**src/core/timer_map.svh**
```systemverilog
// Timer constants: dividers, count limits and reset values
`ifndef TIMER_MAP_SVH
`define TIMER_MAP_SVH

// Timer clock divider in timer operation
`define TMR_DIV_TIMER 6
// Fast divider for clock-output and baud operation
`define TMR_DIV_FAST 2
// Top of the 16-bit count
`define TMR_COUNT_MAX 16'hffff
// Reset values of count and reload pair
`define TMR_COUNT_RST 16'h0000
`define TMR_RELOAD_RST 16'h0000
// Width of one count byte
`define TMR_BYTE_W 8

`endif

```
**src/core/timer_pkg.sv**
```systemverilog
// Types shared by the up/down reload timer
package timer_pkg;

  // Control and mode bits held by software
  typedef struct packed {
    logic receive_clock_select;
    logic transmit_clock_select;
    logic run_control_bit;
    logic counter_select_bit;
    logic updown_enable_bit;
    logic clock_output_enable;
  } ctrl_t;

  // One software write of a 16-bit pair
  typedef struct packed {
    logic en;
    logic [15:0] data;
  } wr_t;

endpackage : timer_pkg

```
**src/core/rate_divider.sv**
```systemverilog
// Divider giving a one-cycle enable pulse every DIV cycles
`timescale 1ns/1ps
module rate_divider #(
  parameter int unsigned DIV = 6
) (
  // Clock and reset
  input wire logic clk_sys,
  input wire logic rst_n,
  // Run enable; clearing it restarts the division
  input wire logic en,
  // Enable pulse
  output logic tick
);
  localparam int unsigned W = (DIV > 1) ? $clog2(DIV) : 1;

  logic [W-1:0] cnt;
  logic [W-1:0] next_cnt;
  logic next_tick;

  // Count to DIV-1, then pulse and wrap
  always_comb begin
    next_cnt = cnt;
    next_tick = 1'b0;
    if (!en) begin
      next_cnt = '0;
    end else if (cnt == W'(DIV - 1)) begin
      next_cnt = '0;
      next_tick = 1'b1;
    end else begin
      next_cnt = cnt + W'(1);
    end
  end

  // Register stage
  always_ff @(posedge clk_sys or negedge rst_n) begin
    if (!rst_n) begin
      cnt <= '0;
      tick <= 1'b0;
    end else begin
      cnt <= next_cnt;
      tick <= next_tick;
    end
  end

endmodule : rate_divider

```
**src/core/count_edge_detect.sv**
```systemverilog
// Falling-edge detector for the external count input
`timescale 1ns/1ps
module count_edge_detect (
  // Clock and reset
  input wire logic clk_sys,
  input wire logic rst_n,
  // Pin level, already synchronous
  input wire logic pin,
  // One-cycle pulse per high-to-low transition
  output logic fall
);
  logic prev;
  logic next_fall;

  // Low now, high last cycle
  always_comb begin
    next_fall = prev & ~pin;
  end

  // Register stage
  always_ff @(posedge clk_sys or negedge rst_n) begin
    if (!rst_n) begin
      prev <= 1'b1; // Idle pin is high; no false edge after reset
      fall <= 1'b0;
    end else begin
      prev <= pin;
      fall <= next_fall;
    end
  end

endmodule : count_edge_detect

```
**src/core/updown_reload_timer.sv**
```systemverilog
// 16-bit up/down auto-reload timer with programmable clock output
//
// Summary of operation
// Count is low byte cascaded into high byte
// Select bit picks clock/6 or pin edges
// Counting frozen while run bit clear
// Up/down enable lets direction pin steer
// Up: wrap at FFFFh, flag, irq, reload
// Down: at reload value, flag, load FFFFh
// Up/down mode: external flag toggles on wrap, no irq
// Clock-out: count at clock/2, reload, toggle
// Clock-out overflows raise no interrupt
// Output rate is clock/(4*(65536-reload))
// Generated clock drives external count pin
// Software sets up clock-out in order
// Baud and clock-out share reload pair
// Flag set by hardware, software clears
// Serial select bits route overflow to baud
// Without up/down enable, count up only
`timescale 1ns/1ps
`include "timer_map.svh"
module updown_reload_timer #(
  parameter int unsigned TIMER_DIV = `TMR_DIV_TIMER,
  parameter int unsigned FAST_DIV = `TMR_DIV_FAST
) (
  // Clock and reset
  input wire logic clk_sys,
  input wire logic rst_n,
  // Control and mode bits
  input wire timer_pkg::ctrl_t ctrl,
  // Software writes of count and reload pair
  input wire timer_pkg::wr_t count_wr,
  input wire timer_pkg::wr_t reload_wr,
  // Software flag clears, one-cycle pulses
  input wire logic overflow_flag_clr,
  input wire logic external_flag_clr,
  // Pins
  input wire logic external_count_pin_in,
  input wire logic direction_input_pin,
  output logic external_count_pin_out,
  output logic external_count_pin_oe,
  // Count and reload readback
  output logic [7:0] count_low_byte,
  output logic [7:0] count_high_byte,
  output logic [7:0] reload_low_byte,
  output logic [7:0] reload_high_byte,
  // Flags and events
  output logic overflow_flag,
  output logic external_flag,
  output logic irq_request,
  output logic serial_baud_tick
);

  logic div_timer_tick;
  logic div_fast_tick;
  logic pin_fall;
  logic baud_mode;
  logic fast_mode;
  logic count_down;
  logic step;
  logic wrap;
  logic [15:0] count;
  logic [15:0] reload;
  logic [15:0] next_count;
  logic [15:0] next_reload;
  logic next_overflow_flag;
  logic next_external_flag;
  logic next_irq_request;
  logic next_baud_tick;
  logic next_pin_out;
  logic next_pin_oe;

  // Low byte increments; high byte takes its carry
  function automatic logic [15:0] bump_up(input logic [15:0] v);
    logic [8:0] lo;
    logic [7:0] hi;
    lo = {1'b0, v[7:0]} + 9'h001;
    hi = v[15:8] + {7'h00, lo[8]};
    return {hi, lo[7:0]};
  endfunction : bump_up

  assign count = {count_high_byte, count_low_byte};
  assign reload = {reload_high_byte, reload_low_byte};

  // Timer operation rate, runs only while enabled
  rate_divider #(
    .DIV(TIMER_DIV)
  ) u_div_timer (
    .clk_sys(clk_sys),
    .rst_n(rst_n),
    .en(ctrl.run_control_bit),
    .tick(div_timer_tick)
  );

  // Clock-out and baud rate at half the clock
  rate_divider #(
    .DIV(FAST_DIV)
  ) u_div_fast (
    .clk_sys(clk_sys),
    .rst_n(rst_n),
    .en(ctrl.run_control_bit),
    .tick(div_fast_tick)
  );

  // Event counting on external pin transitions
  count_edge_detect u_edge (
    .clk_sys(clk_sys),
    .rst_n(rst_n),
    .pin(external_count_pin_in),
    .fall(pin_fall)
  );

  // Mode decode; the pin is ignored in clock-out since we drive it
  always_comb begin
    baud_mode = ctrl.receive_clock_select | ctrl.transmit_clock_select;
    fast_mode = ctrl.clock_output_enable | baud_mode;
    count_down = ctrl.updown_enable_bit & ~direction_input_pin & ~fast_mode;
    step = 1'b0;
    if (ctrl.run_control_bit) begin
      if (fast_mode) begin
        step = div_fast_tick;
      end else if (ctrl.counter_select_bit) begin
        step = pin_fall;
      end else begin
        step = div_timer_tick;
      end
    end
  end

  // Count and reload next values; a software write beats a step
  always_comb begin
    next_count = count;
    next_reload = reload;
    wrap = 1'b0;
    if (reload_wr.en) begin
      next_reload = reload_wr.data;
    end
    if (count_wr.en) begin
      next_count = count_wr.data;
    end else if (step) begin
      if (count_down) begin
        if (count == reload) begin
          next_count = `TMR_COUNT_MAX;
          wrap = 1'b1;
        end else begin
          next_count = count - 16'h0001;
        end
      end else if (count == `TMR_COUNT_MAX) begin
        next_count = reload;
        wrap = 1'b1;
      end else begin
        next_count = bump_up(count);
      end
    end
  end

  // Flags: a hardware set or toggle wins over a clear in the same cycle
  always_comb begin
    next_overflow_flag = overflow_flag & ~overflow_flag_clr;
    if (wrap && !baud_mode) begin
      next_overflow_flag = 1'b1;
    end
    next_external_flag = external_flag & ~external_flag_clr;
    if (wrap && ctrl.updown_enable_bit && !fast_mode) begin
      next_external_flag = ~external_flag;
    end
    // Only the overflow flag requests service
    next_irq_request = next_overflow_flag & ~ctrl.clock_output_enable;
    next_baud_tick = wrap & baud_mode;
  end

  // Clock output: toggle at each wrap, so period is 4*(65536-reload)
  always_comb begin
    next_pin_oe = ctrl.clock_output_enable;
    next_pin_out = 1'b0;
    if (ctrl.clock_output_enable) begin
      next_pin_out = wrap ? ~external_count_pin_out : external_count_pin_out;
    end
  end

  // Register stage
  always_ff @(posedge clk_sys or negedge rst_n) begin
    if (!rst_n) begin
      count_low_byte <= 8'(`TMR_COUNT_RST);
      count_high_byte <= 8'(`TMR_COUNT_RST >> 8);
      reload_low_byte <= 8'(`TMR_RELOAD_RST);
      reload_high_byte <= 8'(`TMR_RELOAD_RST >> 8);
      overflow_flag <= 1'b0;
      external_flag <= 1'b0;
      irq_request <= 1'b0;
      serial_baud_tick <= 1'b0;
      external_count_pin_out <= 1'b0;
      external_count_pin_oe <= 1'b0;
    end else begin
      count_low_byte <= next_count[7:0];
      count_high_byte <= next_count[15:8];
      reload_low_byte <= next_reload[7:0];
      reload_high_byte <= next_reload[15:8];
      overflow_flag <= next_overflow_flag;
      external_flag <= next_external_flag;
      irq_request <= next_irq_request;
      serial_baud_tick <= next_baud_tick;
      external_count_pin_out <= next_pin_out;
      external_count_pin_oe <= next_pin_oe;
    end
  end
endmodule : updown_reload_timer

```
**config.mk**
```make
export PLATFORM = sky130hd
export DESIGN_NAME = updown_reload_timer
export DESIGN_NICKNAME = d
export VERILOG_FILES = /design/src/core/timer_pkg.sv /design/src/core/rate_divider.sv /design/src/core/count_edge_detect.sv /design/src/core/updown_reload_timer.sv
export VERILOG_INCLUDE_DIRS = /design/src /design/src/core
export SDC_FILE = /design/constraint.sdc
export NUM_CORES = 1
export LEC_CHECK = 0
export BUFFER_PORTS_ARGS = -buffer_cell sky130_fd_sc_hd__buf_2
export CORE_MARGIN = 4
export CORE_UTILIZATION = 45
export DETAILED_ROUTE_END_ITERATION = 7
export PLACE_DENSITY = 0.82
export SYNTH_ARGS = -nofsm -noshare
export SYNTH_HDL_FRONTEND = slang
export SYNTH_HIERARCHICAL = 1
export SYNTH_SLANG_ARGS = --single-unit
```
**constraint.sdc**
```tcl
create_clock -name clk_sys -period 2.2 [get_ports clk_sys]
set_input_delay 0.33 -clock clk_sys [delete_from_list [all_inputs] [get_ports clk_sys]]
set_output_delay 0.33 -clock clk_sys [all_outputs]
set_load 0.02 [all_outputs]
```
==> flow_summary_export.csv <==
group,metric,value,unit
synth,synthTopCellsByArea,"dfrtp_1 (38%), xnor2_1 (7.7%), mux2_2 (6.9%)",
synth,synth_most_common_cell,"dfrtp_1",
timing,tightest_slew,0.459,ns
power,pwr-share-seq,0.428,
timing,min_period,2.14,ns
setup_path,critPathCaptureType,"flip-flop",
global_route,overflow,0,
synth,synth_compound_area_frac,0.152,
global_route,grt_pass1_wl,13700,um
floorplan,die_area,7900,um2
placement,place.gp.congestion,0.998,
setup_path,rrSetupSlack,0.06,ns
synth,ys_types,61,
power,total_power,0.00237,W
clock_tree,cts.sinks,46,
floorplan,core-area,6350,um2
job,maxCapViolations,0,
synth,yosys_register_bits,46,
setup_path,path_class,"reg -> reg",
power,p_int,0.00160,W
synth,synth_fa_ha_area_frac,0.0170,
floorplan,fp.dieW,88.9,um
final_layout,drive_above_1_share,0.493,
placement,dpl-instance-area,3730,um2
final_layout,num_antenna_cells,0,
synth,synth_top_area_share,0.383,
drt,drt_pass1_iterations,5,
drt,wire_per_inst,18.2,um
floorplan,initial_core_util,0.463,
setup_path,cp.required,2.40,ns
power,p_comb_frac,0.298,
synth,yosysWarnings,6,
power,leakagePower,1.78,nW
clock_tree,htreeDepth,2,
setup_path,rr_endpoint,"count_high_byte[2]$_DFFE_PN0P_",
final_layout,layout.cells.non_filler,489,
clock_tree,cts_tree,"done",
final_layout,nNetsFinal,461,
synth,yosysTopAreaCell,"dfrtp_1",
floorplan,fp-row-count,29,
power,power_density,598,nW/um2
setup_path,startpoint,"count_low_byte[4]$_DFFE_PN0P_",
synth,synth_edf_count,0,
placement,post-dp-hpwl,6740,um
floorplan,fp.dieH,88.9,um
clock_tree,clkTransAtPathRegs,0.09,ns
drt,num_vias,2889,
global_route,grt_pass1_vias,2792,
power,swShare,0.324,
synth,synth_area,2940,um2
synth,async_reset_ff_frac,1.00,
setup_path,critPathMaxStageDelay,0.47,ns
setup_path,startpoint_type,"flip-flop",
synth,ys_top_cells_by_count,"dfrtp_1 (45), xnor2_1 (26), mux2_2 (18)",
timing,finClkSkew,0.00664,ns
synth,synth_xor_area_frac,0.107,
final_layout,finalCoreUtilization,0.624,
timing,setup_viol,0,
setup_path,path_cells,"nor4_4 > or3b_4 > or3_1 > xor2_1 > a221oi_2 > a221o_1",
setup_path,reg2reg_from,"count_low_byte[4]$_DFFE_PN0P_",
timing,max_slew_margin,0.694,
run_status,status,"finished, final reports clean",
timing,max_freq,468,MHz
synth,synthFlopType,"dfrtp_1",
clock_tree,numCtsBuffers,5,
synth,synth_top_family_by_area,"simple AND/OR/NAND/NOR gates",
timing,maxSlewViolCount,0,
drt,initialDrtViolationCount,286,
clock_tree,cts_root_buf,"clkbuf_8",
synth,muxShareOfSynthArea,0.0995,
synth,ys_seq_area_frac,0.392,
synth,yosys.area_share.simple,0.180,
clock_tree,cts_buffer_depth,2,
synth,syn-num-nets,334,
placement,dpl.cell_count,470,
drt,viasPerCell,5.91,
placement,port_buffers,83,
min_path,hold_class,"in -> reg",
power,clockPowerShare,0.274,
setup_path,crit_arrival,2.34,ns
global_route,antenna_found_initial,0,
power,p_switching,0.000768,W
timing,min_period_over_period,0.972,
drt,route.detailed.drc,0,
floorplan,top_level_ports,84,
drt,drt_wl_total,8920,um
global_route,grt_max_degree,23,
final_layout,fin_area,3960,um2
setup_path,crit_end,"count_high_byte[2]$_DFFE_PN0P_",
timing,hold_viol,0,
final_layout,area.growth.synth_to_final,34.7,%
power,ir_worst_vdd,0.000367,V
drt,route.antenna.remaining_nets,0,
global_route,grtUsageTotal,0.226,
setup_path,rr_worst_depth,6,
setup_path,cp_max_fo,4,
synth,syn_area_per_cell,10.4,um2
clock_tree,clock_latency,0.31,ns
synth,synthCells,284,
timing,tns,0,ns
setup_path,slowest_stage,"dfrtp_2",
==> per-stage QoR <==
stage                     hold WS [ns]  setup WS [ns]
after floorplan                 0.0344        -0.0155
after global placement           0.296       -0.00985
after detailed placement         0.303        -0.0372
after CTS                        0.139        0.00198
after global routing             0.127        -0.0605
final                            0.146         0.0614
==> sequential cells by signal, indices dropped and copies added (netlist names) <==
signal                  cells
overflow_flag               1
u_edge/fall                 1
u_div_fast/tick             1
u_edge/prev                 1
serial_baud_tick            1
reload_low_byte             8
u_div_timer/cnt             3
external_count_pin_out      1
count_low_byte              8
u_div_fast/cnt              1
irq_request                 1
external_flag               1
count_high_byte             8
external_count_pin_oe       1
u_div_timer/tick            1
reload_high_byte            8
==> critical path, delay by kind of cell (launching register included) <==
kind,cells,cell delay [ns]
and+or+nand+nor,3,1.07
DFF,1,0.47
AOI/OAI and AO/OA,2,0.33
xor gates and xnor gates,1,0.17
==> layout by cell type, fill, tap and decap left out, drive strengths merged, types with 3 or more instances in the layout <==
master	synthesis	layout
xnor2	26	26
mux2	18	18
clkbuf	7	6
buf	20	145
inv	3	4
nand4	8	8
or2	3	3
nor3	7	7
xor2	10	10
a21oi	6	6
o31ai	4	4
o21ai	4	4
ha	4	4
mux2i	9	9
nor2b	3	3
nor4	4	4
nand2b	6	6
or4	4	4
a221o	12	12
a221oi	6	6
nand2	11	11
nor2	17	17
a22oi	5	5
nand3	7	7
dfrtp	45	45
==> power groups by stage <==
stage                     sequential, W  clock (W)  combinational (W)
after CTS                       0.00101   0.000660           0.000668
after floorplan                 0.00107          0           0.000338
after detailed placement        0.00103          0           0.000663
final                           0.00101   0.000649           0.000705
after global placement          0.00103          0           0.000648
after global routing            0.00102   0.000700           0.000761
==> final cells by class <==
class	instances	area, um2
clock buffers	5	68.8
clock inverters	3	43.8
fillers	504	2390
inverters	3	11.3
multi-input cells	208	1680
flip-flops and latches	46	1160
well taps	77	96.3
repair buffers	147	908
==> repair_timing <==
| item | CTS | global route |
|---|---|---|
| buffers inserted | 0 | 10 |
| hold buffers | 1 | 0 |
| resized for setup | 0 | 12 |
| setup endpoints to repair | 0 | 15 |
| hold endpoints to repair | 19 | 0 |
==> kinds of logic (layout without fill, tap and decap cells) <==
family / count (synthesis) / count (layout)
AO/OA/AOI/OAI: 56 / 56
multiplexers: 27 / 27
XOR/XNOR: 36 / 36
adder cells (fa/ha/maj): 4 / 4
AND/OR/NAND/NOR: 85 / 85
buffers and inverters: 30 / 158
flip-flops: 46 / 46
==> how the worst min path moves through the flow <==
stage	slack (ns)	start	depth (start not counted)	endpoint
floorplan	0.03	rst_n	0	count_high_byte[0]$_DFFE_PN0P_
global placement	0.30	rst_n	1	u_div_timer/cnt[0]$_DFF_PN0_
detailed placement	0.30	rst_n	1	serial_baud_tick$_DFF_PN0_
CTS	0.14	external_count_pin_in	1	u_edge/prev$_DFF_PN1_
global route	0.13	external_count_pin_in	1	u_edge/prev$_DFF_PN1_
finish	0.15	external_count_pin_in	1	u_edge/prev$_DFF_PN1_
==> layer usage <==
layer / wire [um] / up-vias / GRT usage
met3: 836 / 18 / 0.0438
met5: 0 / - / 0
li1: - / 1303 / -
met1: 3750 / 1412 / 0.305
met2: 4180 / 156 / 0.361
met4: 158 / 0 / 0.0797
Power figures use the tool's default switching activity.
